### config.mk
export PLATFORM = sky130hd
export DESIGN_NAME = hdlc_channel_regs
export DESIGN_NICKNAME = d
export VERILOG_FILES = /design/src/rtl/hdlc_regs_pkg.sv /design/src/rtl/reset_release.sv /design/src/rtl/word_buffer2.sv /design/src/rtl/hdlc_channel_regs.sv
export SDC_FILE = /design/constraint.sdc
export NUM_CORES = 1
export LEC_CHECK = 0
export BUFFER_PORTS_ARGS = -buffer_cell sky130_fd_sc_hd__buf_4
export CAP_MARGIN = 20
export CORE_ASPECT_RATIO = 1.5
export CORE_MARGIN = 3
export CORE_UTILIZATION = 26
export CTS_CLUSTER_SIZE = 16
export DETAILED_ROUTE_END_ITERATION = 12
export PLACE_DENSITY_LB_ADDON = 0.25
export SKIP_LAST_GASP = 1
export SYNTH_ARGS = -nofsm -noshare
export SYNTH_HDL_FRONTEND = slang
export SYNTH_HIERARCHICAL = 1
export SYNTH_SLANG_ARGS = --single-unit
### constraint.sdc
create_clock -name clk_sys_in -period 4.3 [get_ports clk_sys_in]
set_input_delay 0.215 -clock clk_sys_in [delete_from_list [all_inputs] [get_ports clk_sys_in]]
set_output_delay 0.215 -clock clk_sys_in [all_outputs]
set_load 0.05 [all_outputs]
### src/rtl/hdlc_regs_pkg.sv
// shared constants and types for the hdlc channel register block
package hdlc_regs_pkg;
    localparam int ADDR_W = 10;
    // register byte offsets
    localparam logic [9:0] RX_STATUS_OFF = 10'h300;
    localparam logic [9:0] TX_STATUS_OFF = 10'h304;
    localparam logic [9:0] CONFIG_ONE_OFF = 10'h308;
    localparam logic [9:0] CONFIG_TWO_OFF = 10'h30c;
    localparam logic [9:0] RX_CTRL_OFF = 10'h310;
    localparam logic [9:0] RX_NOWAIT_OFF = 10'h314;
    localparam logic [9:0] RX_STALL_OFF = 10'h318;
    localparam logic [9:0] TX_CTRL_OFF = 10'h31c;
    localparam logic [9:0] TX_NOWAIT_OFF = 10'h320;
    localparam logic [9:0] TX_STALL_OFF = 10'h324;
    // tx status fields
    localparam int TXS_BLOCK_BIT = 2;
    localparam int TXS_ABORT_BIT = 1;
    localparam int TXS_READY_BIT = 0;
    // rx status fields
    localparam int RXS_BLOCK_BIT = 6;
    localparam int RXS_END_BIT = 5;
    localparam int RXS_LEN_LSB = 3;
    localparam int RXS_ABORT_BIT = 2;
    localparam int RXS_EOP_BIT = 1;
    localparam int RXS_READY_BIT = 0;
    // config one fields
    localparam int C1_TX_BLOCK_EN_BIT = 19;
    localparam int C1_TX_ABORT_EN_BIT = 18;
    localparam int C1_TX_READY_EN_BIT = 17;
    localparam int C1_RX_BLOCK_EN_BIT = 16;
    localparam int C1_RX_END_EN_BIT = 15;
    localparam int C1_RX_ABORT_EN_BIT = 14;
    localparam int C1_RX_READY_EN_BIT = 13;
    localparam int C1_TX_EN_BIT = 12;
    localparam int C1_RX_EN_BIT = 11;
    localparam int C1_GLOBAL_EN_BIT = 10;
    localparam int C1_LONG_BIT = 9;
    localparam int C1_LEN_CHECK_BIT = 4;
    localparam int C1_LITTLE_BIT = 1;
    localparam logic [31:0] CONFIG_ONE_MASK = 32'h000ffe12;
    localparam logic [31:0] CONFIG_ONE_RESET = 32'h00000000;
    // config two, rx control, tx control fields
    localparam int C2_CRC_BIT = 0;
    localparam logic C2_CRC_RESET = 1'h0;
    localparam int RXC_DISCARD_BIT = 0;
    localparam int TXC_LEN_LSB = 2;
    localparam int TXC_DISCARD_BIT = 1;
    localparam int TXC_EOP_BIT = 0;
    localparam logic [1:0] TX_LEN_RESET = 2'h0;
    localparam logic TX_EOP_RESET = 1'h0;

    typedef struct packed {
        logic [31:0] data;
        logic eop;
        logic [1:0] len;
    } hdlc_word_t;

    typedef enum logic [2:0] {
        ST_IDLE = 3'b001,
        ST_RX_WAIT = 3'b010,
        ST_TX_WAIT = 3'b100
    } cpu_state_t;
endpackage

### src/rtl/reset_release.sv
// two-stage release of the asynchronous reset
`timescale 1ns/1ps
module reset_release (
    // clock and raw reset
    input wire logic clk_in,
    input wire logic resetn_in,
    // released reset
    output logic resetn_out
);
    logic stage_q;

    always_ff @(posedge clk_in or negedge resetn_in) begin
        if (!resetn_in) begin
            stage_q <= 1'b0;
            resetn_out <= 1'b0;
        end else begin
            stage_q <= 1'b1;
            resetn_out <= stage_q;
        end
    end
endmodule

### src/rtl/word_buffer2.sv
// two-entry word buffer with valid and ready on both sides
`timescale 1ns/1ps
module word_buffer2 (
    // clock and reset
    input wire logic clk_in,
    input wire logic resetn_in,
    // fill side
    input wire logic in_valid_in,
    input wire hdlc_regs_pkg::hdlc_word_t in_word_in,
    output logic in_ready_out,
    // drain side
    output logic out_valid_out,
    output hdlc_regs_pkg::hdlc_word_t out_word_out,
    input wire logic out_ready_in
);
    hdlc_regs_pkg::hdlc_word_t mem_q [2];
    logic wr_idx_q;
    logic rd_idx_q;
    logic [1:0] count_q;
    logic push;
    logic pop;
    logic [1:0] count_d;

    assign push = in_valid_in && in_ready_out;
    assign pop = out_ready_in && out_valid_out;
    assign out_valid_out = (count_q != 2'h0);
    assign out_word_out = mem_q[rd_idx_q];

    always_comb begin
        count_d = count_q;
        if (push && !pop) begin
            count_d = count_q + 2'h1;
        end else if (pop && !push) begin
            count_d = count_q - 2'h1;
        end
    end

    always_ff @(posedge clk_in or negedge resetn_in) begin
        if (!resetn_in) begin
            count_q <= 2'h0;
            in_ready_out <= 1'b0;
            wr_idx_q <= 1'b0;
            rd_idx_q <= 1'b0;
        end else begin
            count_q <= count_d;
            in_ready_out <= (count_d != 2'h2);
            if (push) begin
                wr_idx_q <= ~wr_idx_q;
            end
            if (pop) begin
                rd_idx_q <= ~rd_idx_q;
            end
        end
    end

    // storage carries no reset; out_word_out shows mem_q[rd_idx_q] even when no entry is valid
    always_ff @(posedge clk_in) begin
        if (push) begin
            mem_q[wr_idx_q] <= in_word_in;
        end
    end
endmodule

### src/rtl/hdlc_channel_regs.sv
// cpu-facing register block for the hdlc slow control channel
// Summary of operation
// tx block-ready bit shows eight-word room
// tx abort bit shows aborted tx packet
// tx word-ready bit shows one-word room
// tx interrupts need source, global, tx enables
// rx interrupts need source, global, rx enables
// global, tx, rx enables are rw bits
// frames over 1536 bytes only if enabled
// length check drops packets under 64 bytes
// byte-order bit selects little endian data
// crc enable appends crc to frames
// rx discard write drops current rx frame
// empty no-wait rx read aborts the packet
// stall rx read waits unless cpu quits
// final-word length gives valid bytes minus one
// tx discard write drops current tx frame
// tx eop set before writing last word
// rx status gives ready, block, end, abort
// no-wait tx write without room aborts packet
// interrupt is or of qualified sources
// discard bits pulse once, read zero
`timescale 1ns/1ps
module hdlc_channel_regs (
    // clock and reset
    input wire logic clk_sys_in,
    input wire logic resetn_in,
    // cpu port
    input wire logic [9:0] cpu_addr_in,
    input wire logic cpu_read_in,
    input wire logic cpu_write_in,
    input wire logic [31:0] cpu_wdata_in,
    output logic [31:0] cpu_rdata_out,
    output logic cpu_ack_out,
    // receive framer side
    input wire logic rx_word_valid_in,
    input wire hdlc_regs_pkg::hdlc_word_t rx_word_in,
    output logic rx_word_ready_out,
    input wire logic rx_block_ready_in,
    input wire logic rx_end_ready_in,
    input wire logic rx_abort_in,
    // transmit framer side
    output logic tx_word_valid_out,
    output hdlc_regs_pkg::hdlc_word_t tx_word_out,
    input wire logic tx_word_ready_in,
    input wire logic tx_block_ready_in,
    input wire logic tx_abort_in,
    // framer controls and interrupt
    output logic long_frame_en_out,
    output logic length_check_out,
    output logic little_endian_out,
    output logic crc_enable_out,
    output logic rx_discard_out,
    output logic tx_discard_out,
    output logic rx_abort_req_out,
    output logic tx_abort_req_out,
    output logic irq_out
);
    logic rst_n;
    logic [31:0] cfg1_q;
    logic crc_q;
    logic tx_eop_q;
    logic [1:0] tx_len_q;
    hdlc_regs_pkg::cpu_state_t state_q;
    logic buf_valid;
    logic buf_pop;
    hdlc_regs_pkg::hdlc_word_t buf_word;
    logic take;
    logic take_rd;
    logic take_wr;
    logic rx_pop_now;
    logic tx_push_now;
    logic [31:0] read_mux;
    logic [6:0] rx_status;
    logic [2:0] tx_status;
    logic tx_irq_term;
    logic rx_irq_term;

    function automatic logic [31:0] order_bytes(input logic [31:0] w, input logic little);
        order_bytes = little ? {w[7:0], w[15:8], w[23:16], w[31:24]} : w;
    endfunction

    reset_release u_reset (
        .clk_in(clk_sys_in),
        .resetn_in(resetn_in),
        .resetn_out(rst_n)
    );

    // lets the framer run ahead of a slow cpu without losing words
    word_buffer2 u_rx_buf (
        .clk_in(clk_sys_in),
        .resetn_in(rst_n),
        .in_valid_in(rx_word_valid_in),
        .in_word_in(rx_word_in),
        .in_ready_out(rx_word_ready_out),
        .out_valid_out(buf_valid),
        .out_word_out(buf_word),
        .out_ready_in(buf_pop)
    );

    // a request is taken only when idle and not in its own ack cycle
    assign take = (state_q == hdlc_regs_pkg::ST_IDLE) && !cpu_ack_out;
    assign take_rd = take && cpu_read_in;
    assign take_wr = take && cpu_write_in && !cpu_read_in;

    assign rx_pop_now = buf_valid && ((take_rd && (cpu_addr_in == hdlc_regs_pkg::RX_NOWAIT_OFF
        || cpu_addr_in == hdlc_regs_pkg::RX_STALL_OFF))
        || (state_q == hdlc_regs_pkg::ST_RX_WAIT && cpu_read_in));
    assign buf_pop = rx_pop_now;

    assign tx_push_now = !tx_word_valid_out && ((take_wr
        && (cpu_addr_in == hdlc_regs_pkg::TX_NOWAIT_OFF
        || cpu_addr_in == hdlc_regs_pkg::TX_STALL_OFF))
        || (state_q == hdlc_regs_pkg::ST_TX_WAIT && cpu_write_in));

    always_comb begin
        rx_status = 7'h0;
        rx_status[hdlc_regs_pkg::RXS_BLOCK_BIT] = rx_block_ready_in;
        rx_status[hdlc_regs_pkg::RXS_END_BIT] = rx_end_ready_in;
        rx_status[hdlc_regs_pkg::RXS_LEN_LSB +: 2] = buf_word.len;
        rx_status[hdlc_regs_pkg::RXS_ABORT_BIT] = rx_abort_in;
        rx_status[hdlc_regs_pkg::RXS_EOP_BIT] = buf_valid && buf_word.eop;
        rx_status[hdlc_regs_pkg::RXS_READY_BIT] = buf_valid;
        tx_status = 3'h0;
        tx_status[hdlc_regs_pkg::TXS_BLOCK_BIT] = tx_block_ready_in;
        tx_status[hdlc_regs_pkg::TXS_ABORT_BIT] = tx_abort_in;
        tx_status[hdlc_regs_pkg::TXS_READY_BIT] = !tx_word_valid_out;
    end

    always_comb begin
        read_mux = 32'h0;
        case (cpu_addr_in)
            hdlc_regs_pkg::RX_STATUS_OFF: read_mux = {25'h0, rx_status};
            hdlc_regs_pkg::TX_STATUS_OFF: read_mux = {29'h0, tx_status};
            hdlc_regs_pkg::CONFIG_ONE_OFF: read_mux = cfg1_q;
            hdlc_regs_pkg::CONFIG_TWO_OFF: read_mux = {31'h0, crc_q};
            hdlc_regs_pkg::TX_CTRL_OFF: read_mux = {28'h0, tx_len_q, 1'b0, tx_eop_q};
            default: read_mux = 32'h0;
        endcase
    end

    // cpu access sequencing
    always_ff @(posedge clk_sys_in or negedge rst_n) begin
        if (!rst_n) begin
            state_q <= hdlc_regs_pkg::ST_IDLE;
            cpu_ack_out <= 1'b0;
            cpu_rdata_out <= 32'h0;
            rx_abort_req_out <= 1'b0;
            tx_abort_req_out <= 1'b0;
        end else begin
            cpu_ack_out <= 1'b0;
            rx_abort_req_out <= 1'b0;
            tx_abort_req_out <= 1'b0;
            case (state_q)
                hdlc_regs_pkg::ST_IDLE: begin
                    if (take_rd) begin
                        if (cpu_addr_in == hdlc_regs_pkg::RX_NOWAIT_OFF) begin
                            cpu_ack_out <= 1'b1;
                            cpu_rdata_out <= buf_valid ?
                                order_bytes(buf_word.data, cfg1_q[hdlc_regs_pkg::C1_LITTLE_BIT]) :
                                32'h0;
                            rx_abort_req_out <= !buf_valid;
                        end else if (cpu_addr_in == hdlc_regs_pkg::RX_STALL_OFF && !buf_valid) begin
                            state_q <= hdlc_regs_pkg::ST_RX_WAIT;
                        end else begin
                            cpu_ack_out <= 1'b1;
                            cpu_rdata_out <= (cpu_addr_in == hdlc_regs_pkg::RX_STALL_OFF) ?
                                order_bytes(buf_word.data, cfg1_q[hdlc_regs_pkg::C1_LITTLE_BIT]) :
                                read_mux;
                        end
                    end else if (take_wr) begin
                        if (cpu_addr_in == hdlc_regs_pkg::TX_STALL_OFF && tx_word_valid_out) begin
                            state_q <= hdlc_regs_pkg::ST_TX_WAIT;
                        end else begin
                            cpu_ack_out <= 1'b1;
                            tx_abort_req_out <= (cpu_addr_in == hdlc_regs_pkg::TX_NOWAIT_OFF)
                                && tx_word_valid_out;
                        end
                    end
                end
                hdlc_regs_pkg::ST_RX_WAIT: begin
                    // dropping the read is the cpu's timeout; no answer is given
                    if (!cpu_read_in) begin
                        state_q <= hdlc_regs_pkg::ST_IDLE;
                    end else if (buf_valid) begin
                        state_q <= hdlc_regs_pkg::ST_IDLE;
                        cpu_ack_out <= 1'b1;
                        cpu_rdata_out <= order_bytes(buf_word.data,
                            cfg1_q[hdlc_regs_pkg::C1_LITTLE_BIT]);
                    end
                end
                hdlc_regs_pkg::ST_TX_WAIT: begin
                    if (!cpu_write_in) begin
                        state_q <= hdlc_regs_pkg::ST_IDLE;
                    end else if (!tx_word_valid_out) begin
                        state_q <= hdlc_regs_pkg::ST_IDLE;
                        cpu_ack_out <= 1'b1;
                    end
                end
                default: state_q <= hdlc_regs_pkg::ST_IDLE;
            endcase
        end
    end

    // configuration registers
    always_ff @(posedge clk_sys_in or negedge rst_n) begin
        if (!rst_n) begin
            cfg1_q <= hdlc_regs_pkg::CONFIG_ONE_RESET;
            crc_q <= hdlc_regs_pkg::C2_CRC_RESET;
            tx_eop_q <= hdlc_regs_pkg::TX_EOP_RESET;
            tx_len_q <= hdlc_regs_pkg::TX_LEN_RESET;
        end else if (take_wr) begin
            if (cpu_addr_in == hdlc_regs_pkg::CONFIG_ONE_OFF) begin
                cfg1_q <= cpu_wdata_in & hdlc_regs_pkg::CONFIG_ONE_MASK;
            end
            if (cpu_addr_in == hdlc_regs_pkg::CONFIG_TWO_OFF) begin
                crc_q <= cpu_wdata_in[hdlc_regs_pkg::C2_CRC_BIT];
            end
            if (cpu_addr_in == hdlc_regs_pkg::TX_CTRL_OFF) begin
                tx_eop_q <= cpu_wdata_in[hdlc_regs_pkg::TXC_EOP_BIT];
                tx_len_q <= cpu_wdata_in[hdlc_regs_pkg::TXC_LEN_LSB +: 2];
            end
        end
    end

    // framer option outputs, registered copies of the config bits
    always_ff @(posedge clk_sys_in or negedge rst_n) begin
        if (!rst_n) begin
            long_frame_en_out <= 1'b0;
            length_check_out <= 1'b0;
            little_endian_out <= 1'b0;
            crc_enable_out <= 1'b0;
        end else begin
            long_frame_en_out <= cfg1_q[hdlc_regs_pkg::C1_LONG_BIT];
            length_check_out <= cfg1_q[hdlc_regs_pkg::C1_LEN_CHECK_BIT];
            little_endian_out <= cfg1_q[hdlc_regs_pkg::C1_LITTLE_BIT];
            crc_enable_out <= crc_q;
        end
    end

    // discard strobes store nothing
    always_ff @(posedge clk_sys_in or negedge rst_n) begin
        if (!rst_n) begin
            rx_discard_out <= 1'b0;
            tx_discard_out <= 1'b0;
        end else begin
            rx_discard_out <= take_wr && cpu_addr_in == hdlc_regs_pkg::RX_CTRL_OFF
                && cpu_wdata_in[hdlc_regs_pkg::RXC_DISCARD_BIT];
            tx_discard_out <= take_wr && cpu_addr_in == hdlc_regs_pkg::TX_CTRL_OFF
                && cpu_wdata_in[hdlc_regs_pkg::TXC_DISCARD_BIT];
        end
    end

    // transmit word hand-off; the eop mark stays until software clears it
    always_ff @(posedge clk_sys_in or negedge rst_n) begin
        if (!rst_n) begin
            tx_word_valid_out <= 1'b0;
            tx_word_out <= '0;
        end else if (tx_push_now) begin
            tx_word_valid_out <= 1'b1;
            tx_word_out.data <= order_bytes(cpu_wdata_in, cfg1_q[hdlc_regs_pkg::C1_LITTLE_BIT]);
            tx_word_out.eop <= tx_eop_q;
            tx_word_out.len <= tx_len_q;
        end else if (tx_word_ready_in) begin
            tx_word_valid_out <= 1'b0;
        end
    end

    assign tx_irq_term = cfg1_q[hdlc_regs_pkg::C1_TX_EN_BIT]
        && ((cfg1_q[hdlc_regs_pkg::C1_TX_BLOCK_EN_BIT] && tx_status[hdlc_regs_pkg::TXS_BLOCK_BIT])
        || (cfg1_q[hdlc_regs_pkg::C1_TX_ABORT_EN_BIT] && tx_status[hdlc_regs_pkg::TXS_ABORT_BIT])
        || (cfg1_q[hdlc_regs_pkg::C1_TX_READY_EN_BIT] && tx_status[hdlc_regs_pkg::TXS_READY_BIT]));
    assign rx_irq_term = cfg1_q[hdlc_regs_pkg::C1_RX_EN_BIT]
        && ((cfg1_q[hdlc_regs_pkg::C1_RX_BLOCK_EN_BIT] && rx_status[hdlc_regs_pkg::RXS_BLOCK_BIT])
        || (cfg1_q[hdlc_regs_pkg::C1_RX_END_EN_BIT] && rx_status[hdlc_regs_pkg::RXS_END_BIT])
        || (cfg1_q[hdlc_regs_pkg::C1_RX_ABORT_EN_BIT] && rx_status[hdlc_regs_pkg::RXS_ABORT_BIT])
        || (cfg1_q[hdlc_regs_pkg::C1_RX_READY_EN_BIT] && rx_status[hdlc_regs_pkg::RXS_READY_BIT]));

    // level interrupt: follows the sources, nothing sticky to clear
    always_ff @(posedge clk_sys_in or negedge rst_n) begin
        if (!rst_n) begin
            irq_out <= 1'b0;
        end else begin
            irq_out <= cfg1_q[hdlc_regs_pkg::C1_GLOBAL_EN_BIT]
                && (tx_irq_term || rx_irq_term);
        end
    end
endmodule

# Word-level counts from Yosys, hierarchy flattened
# Memory sizes are Yosys's and may differ from the RTL's.
# Cells that the tools add are included.
[totals]
reg_bits = 105
latch_bits = 0
ram_bits = 70
rom_bits = 0
in_bits = 88
output_inout_bits = 79
word_cells = 155
memories = 1
[op_classes]
addsub = 2
n_mul = 0
n_div = 0
n_lt_le_gt_ge = 0
n_eq_ne = 24
shifts = 0
muxes = 44
bitwise_logic = 2
reduce_logical = 56
[memory_table]
columns = ["name", "words", "word_bits", "read_ports", "rd_clocked_by_memory_dff", "write_ports", "line_no", "rtl"]
rows = [
  ["u_rx_buf.mem_q", 2, 35, 1, 0, 1, "word_buffer2.sv:16", "hdlc_regs_pkg::hdlc_word_t mem_q [2];"],
]
[op_table]
columns = ["operator", "count"]
rows = [
  ["32-bit two-way mux", 9],
  ["10-bit == test, second input constant", 10],
  ["20-bit case mux with 5 select lines", 1],
  ["32-bit case mux with 2 select lines", 1],
  ["1-bit logical AND", 32],
  ["3-bit two-way mux", 9],
  ["1-bit two-way mux", 20],
  ["3-bit != test, second input constant", 5],
  ["1-bit logical OR", 10],
  ["3-bit case mux with 3 select lines", 1],
  ["2-bit != test, second input constant", 4],
  ["1-bit logical NOT", 6],
  ["3-bit by 2-bit != test with 1-bit output, second input constant", 2],
  ["2-bit AND reduction", 3],
  ["6-bit AND reduction", 1],
  ["2-bit nonzero test", 3],
  ["5-bit AND reduction", 1],
  ["2-bit two-way mux", 2],
  ["3-bit by 1-bit == test with 1-bit output, second input constant", 1],
  ["3-bit by 2-bit == test with 1-bit output, second input constant", 1],
  ["3-bit == test, second input constant", 1],
  ["1-bit case mux with 3 select lines", 1],
  ["2-bit by 1-bit adder with 2-bit output, second input constant", 1],
  ["1-bit NOT", 2],
  ["2-bit by 1-bit subtractor with 2-bit output, second input constant", 1],
]

# Logic depth before layout (Yosys ltp)
[logic_depth]
depth_word = 11
mapped_depth = 10
mapped_depth_nobuf = 8

# Hierarchy
# Netlist, hierarchy kept.
[by_module_without_submodules]
columns = ["mod", "instances", "cells_each", "area_per_inst_um2", "seq_area_each_um2"]
rows = [
  ["hdlc_channel_regs", 1, 400, 4784.6, 2453.6],
  ["word_buffer2", 1, 138, 2817.7, 2227.1],
  ["reset_release", 1, 3, 53.8, 50.0],
]

# Worst setup path after synthesis
# Ideal clock, no wire load.
[synth_path]
path_kind = "register to register"
from = "reg u_rx_buf.in_ready_out"
to = "mem u_rx_buf/mem_q[0][0] in the netlist's numbering (enable)"
setup_ps = 427
arrival_time_ps = 2332
t_required_ps = 3873
path_slack_ps = 1541
stages_incl_launch_ff = 3
path_buffers = 0
period_less_slack_ps = 2759
path_cell_list = "dfrtp_1 > nand2_1 > nor2_1"
[synth_via]
elab_chain_len = 3
[synth_rtl]
columns = ["item", "line_no", "rtl"]
rows = [
  ["from (decl)", "word_buffer2.sv:10", "output logic in_ready_out,"],
  ["from (signal assigned)", "word_buffer2.sv:46", "in_ready_out <= (count_d != 2'h2);"],
  ["1-bit logical AND", "word_buffer2.sv:24", "assign push = in_valid_in && in_ready_out;"],
  ["1-bit two-way mux", "word_buffer2.sv:58", "if (push) begin"],
  ["1-bit two-way mux (implied by the code)", "word_buffer2.sv:59", "mem_q[wr_idx_q] <= in_word_in;"],
  ["to (decl)", "word_buffer2.sv:16", ""],
]
# Every way passes these cells.

# Final worst setup path
[layout_path]
from = "reg state_q[0]"
to = "reg cpu_rdata_out[12]"
[layout_via]
elab_chain_len = 5
elab_cells_between_ends = 11
cone_classes = "eq/ne: 6; mux: 1; reduce/logical: 4"
[layout_rtl]
columns = ["item", "line_no", "rtl"]
rows = [
  ["from (decl)", "hdlc_channel_regs.sv:64", "hdlc_regs_pkg::cpu_state_t state_q;"],
  ["from (signal assigned)", "hdlc_channel_regs.sv:145", "state_q <= hdlc_regs_pkg::ST_IDLE;"],
  ["from (signal assigned)", "hdlc_channel_regs.sv:164", "state_q <= hdlc_regs_pkg::ST_RX_WAIT;"],
  ["from (signal assigned)", "hdlc_channel_regs.sv:173", "state_q <= hdlc_regs_pkg::ST_TX_WAIT;"],
  ["3-bit by 1-bit == test with 1-bit output", "hdlc_channel_regs.sv:102, hdlc_channel_regs.sv:154", ""],
  ["1-bit logical AND", "hdlc_channel_regs.sv:102", "assign take = (state_q == hdlc_regs_pkg::ST_IDLE) && !cpu_ack_out;"],
  ["1-bit logical AND", "hdlc_channel_regs.sv:103", "assign take_rd = take && cpu_read_in;"],
  ["2-bit != test (no source line)", "--", ""],
  ["5-bit AND reduction (no source line)", "--", ""],
  ["to (signal assigned)", "hdlc_channel_regs.sv:159", "cpu_rdata_out <= buf_valid ?"],
  ["to (signal assigned)", "hdlc_channel_regs.sv:167", "cpu_rdata_out <= (cpu_addr_in == hdlc_regs_pkg::RX_STALL_OFF) ?"],
  ["to (signal assigned)", "hdlc_channel_regs.sv:188", "cpu_rdata_out <= order_bytes(buf_word.data,"],
  ["to (decl)", "hdlc_channel_regs.sv:33", "output logic [31:0] cpu_rdata_out,"],
]
# Several ways; a longest one is shown, not always the timed one.
# A chain may end at the register's enable or synchronous reset.

==> results.md <==
- Status: completed
- Post-DP HPWL: 14.2 mm
- Filler instances: 2908
- Setup Skew: 0.00819 ns
- Xor/xnor share of the synthesized area: 0.556%
- Hold Path Cell Cnt: 3
- Seq cells post-synth: 175
- Worst-skew pair later-pin latency: 0.44 ns
- CTS clk-pin slew, worst paths: 0.07 ns
- Post-route setup TNS: 0 ns
- Vias in the first global route: 5466
- Leak: 4.34 nW
- Hold Violations, Final: 0
- I/O Pins: between 150 and 200
- Final period utilization: between 50 and 60%
- CP Launch Type: register
- DR pass1 iterations: 4
- Crit end category: register
- Die width: 146 um
- Register-to-Register Path Depth: 5
- Dpl cells: about 1.1k
- DRC Markers: 0
- Layout cells sized above 1: 44.5%
- Clock root buffer master: clkbuf_16
- EDFF count, synth: 70
- Dpl ws: 1.36 ns
- Fmax: 0.407 GHz
- Via/cell ratio: between 4 and 5
- CTS Buffer Depth: 2
- Total power per unit cell area: 406 nW/um^2
- Commonest non-fill, non-tap cells in the layout: buf_4 (172), mux2_2 (118), dfrtp_1 (102), edfxtp_1 (70), dlygate4sd3_1 (44)
- Final Instance Count excl. Fillers: around 1.2k
- Post-synth ARST share: 60.0%
- Post-Synth Adder-Cell Area: 0.311%
- Max VDD drop: approximately 0.25 mV
- CTS tree: built
- Synth warn: 6
- Initial antenna violation count: 0
- Die ar.: about 32000 um^2
- P&R area growth vs syn: 35.3%
- Cells after Synth: roughly 540
- Site Rows: 76
- Crit path DAT: 2.77 ns
- Die Y: 216 um
- Multi-input gate area: 2770 um^2
- Worst setup margin: 1.84 ns
- Kind of critical path: reg -> reg
- TritonCTS buffer count: 17
- H-tree level count: 4
- Commonest non-fill, non-tap cell in the layout: buf_4
- Req. time, crit path: about 4.6 ns
- Placer Congestion: 0.849
- Gr usage total: 13.1%
- Combinational family with the most area after synthesis: multiplexers
- First-pass GRT wire length: 31.4 mm
- Largest net degree at the start of global routing: 70
- Crit-path max cell delay: 0.54 ns
- Initial Utilization: 26.5%
- Critical Path Stages: 5
- # setup viols final: 0
- Post-Syn Area: roughly 7700 um^2
- Core Area: 28900 um^2
- Antenna Nets Post-Route: 0
- Hold Crit Class: in -> reg
- Multiplexer area fraction after synthesis: 21.8%
- GRT Residual Overflow: 0
- Crit path max fanout: 36
- Critical path's top delay family: compound AO/OA/AOI/OAI gates
- Netlist cell types: 61
- RSZ-0062 raised after global routing: false
- Syn nets: 630
- Critical-path top delay cell: dfstp_2
- Max-cap violations: 0
- Mean Syn Cell Area: 14.2 um^2
- Slew @ Worst Pin: roughly 1.1 ns
- Wire length per cell: 17.4 um
- Detailed Route WL: roughly 20 mm
- Register area share after synthesis: 61.8%
- Min Tclk post-route: 2.46 ns
- Ant diodes: 0
- Fin nets: between 800 and 900
- Simple-Gate Fraction of Synth Area: ~6.3%
- Top_reg_cell synth: dfrtp_1
- FF/Latch Area: 4740 um^2
- Compound-Gate Fraction of Synth Area: a little under 7%
- Clock sinks: 175
- DR vias: 5134
- CP cell instances: or3b_1 > a311oi_1 > o21ai_4 > a22oi_1 > o21ai_0
- Relative slew slack: 29.4%
- Worst Path Buf+Inv: 0
- Post_cts resized: 0
- Port bufs: 166
- Starting DRT DRC Count: 145
- Final Slew Violations: 0
[layer usage]
layer  part of all wire, %  up-vias  GRT usage (%)
met2                    52      140           22.7
met1                    41     2516           15.1
met4                   3.4        0           6.53
met3                   4.0       39           2.91
met5                     0        -              0
li1                      -     2439              -
[synth_stat cells, types with 2 or more instances]
| library cell | count | share of area [%] |
|---|---|---|
| mux2_2 | 118 | 17 |
| nand2b_1 | 5 | 0.41 |
| nand2_1 | 31 | 1.5 |
| nor2b_1 | 3 | 0.25 |
| nor3_1 | 8 | 0.52 |
| buf_6 | 4 | 0.59 |
| buf_2 | 8 | 0.52 |
| nand4_1 | 3 | 0.25 |
| dfrtp_1 | 104 | 34 |
| buf_4 | 3 | 0.29 |
| mux2i_1 | 31 | 4.1 |
| nor2_1 | 9 | 0.44 |
| nand3_1 | 6 | 0.39 |
| and2_1 | 2 | 0.16 |
| o21ai_0 | 41 | 2.7 |
| a21oi_1 | 7 | 0.46 |
| a31oi_1 | 3 | 0.25 |
| o211ai_1 | 2 | 0.20 |
| xnor2_1 | 3 | 0.34 |
| or4b_1 | 2 | 0.26 |
| edfxtp_1 | 70 | 27 |
| o21a_1 | 2 | 0.20 |
| clkbuf_1 | 14 | 0.69 |
| nor4_1 | 3 | 0.25 |
| mux2_1 | 3 | 0.44 |
| a22oi_1 | 17 | 1.7 |
| inv_1 | 5 | 0.25 |
[area by class of cell]
class	count	share of cell area (%)
Sequential cell	175	45.7
Multi-Input combinational cell	331	26.7
Tap cell	390	4.71
Clock inverter	15	1.47
Clock buffer	17	4.11
Timing Repair Buffer	218	17.1
Inverter	5	0.181
[per-stage QoR]
stage | instance area, um^2 | util [%] | power, mW | hold slack (ns)
3_3_place_gp | 9300 | 32.2 | 2.69 | -0.00191
3_5_place_dp | 9320 | 32.3 | 2.70 | -0.000587
6_report | 10400 | 35.8 | 4.21 | 0.0239
4_1_cts | 10300 | 35.8 | 4.29 | 0.00136
5_1_grt | 10400 | 35.8 | 4.42 | 0.0143
2_1_floorplan | 7660 | - | 2.45 | -0.0806
[sequential cells by signal, indices dropped and copies added (netlist names), 2 cells and up]
name,flops
tx_len_q,2
cfg1_q,13
u_rx_buf/mem_q,70
cpu_rdata_out,32
u_rx_buf/count_q,2
state_q,3
tx_word_out,35
[tightest hold or removal path: stages]
cell	delay (ns)
buf_4	0.09
a22oi_1	0.06
o21ai_0	0.06
[timing repair]
item	4_1_cts	5_1_grt
hold endpoints to repair	80	0
hold buffers	44	0
buffers inserted	0	0
[power breakdown]
| group | internal [mW] | total [mW] | switching (mW) |
|---|---|---|---|
| sequential | 1.94 | 2.00 | 0.0676 |
| combinational | 0.274 | 0.681 | 0.407 |
| clock | 0.817 | 1.53 | 0.710 |
| total | 3.03 | 4.21 | 1.18 |
[final timing paths]
check,slack (ns),start,end
max,1.84,state_q[0],cpu_rdata_out[12]
min,0.02,rx_block_ready_in,cpu_rdata_out[6]
max reg2reg,1.84,state_q[0],cpu_rdata_out[12]
min reg2reg,0.35,u_reset/stage_q,u_reset/resetn_out
max in group asynchronous,2.73,u_reset/resetn_out,state_q[0]
min in group asynchronous,0.09,resetn_in,u_reset/resetn_out
[kinds of logic after synthesis]
| logic type | count (synthesis) |
|---|---|
| buffers and inverters | 35 |
| and+or+nand+nor | 88 |
| other | 1 |
| muxes | 152 |
| DFF | 175 |
| xor gates and xnor gates | 4 |
| AOI/OAI and AO/OA | 84 |
| adders and majority gates | 2 |
(Power assumes the default switching activity.)
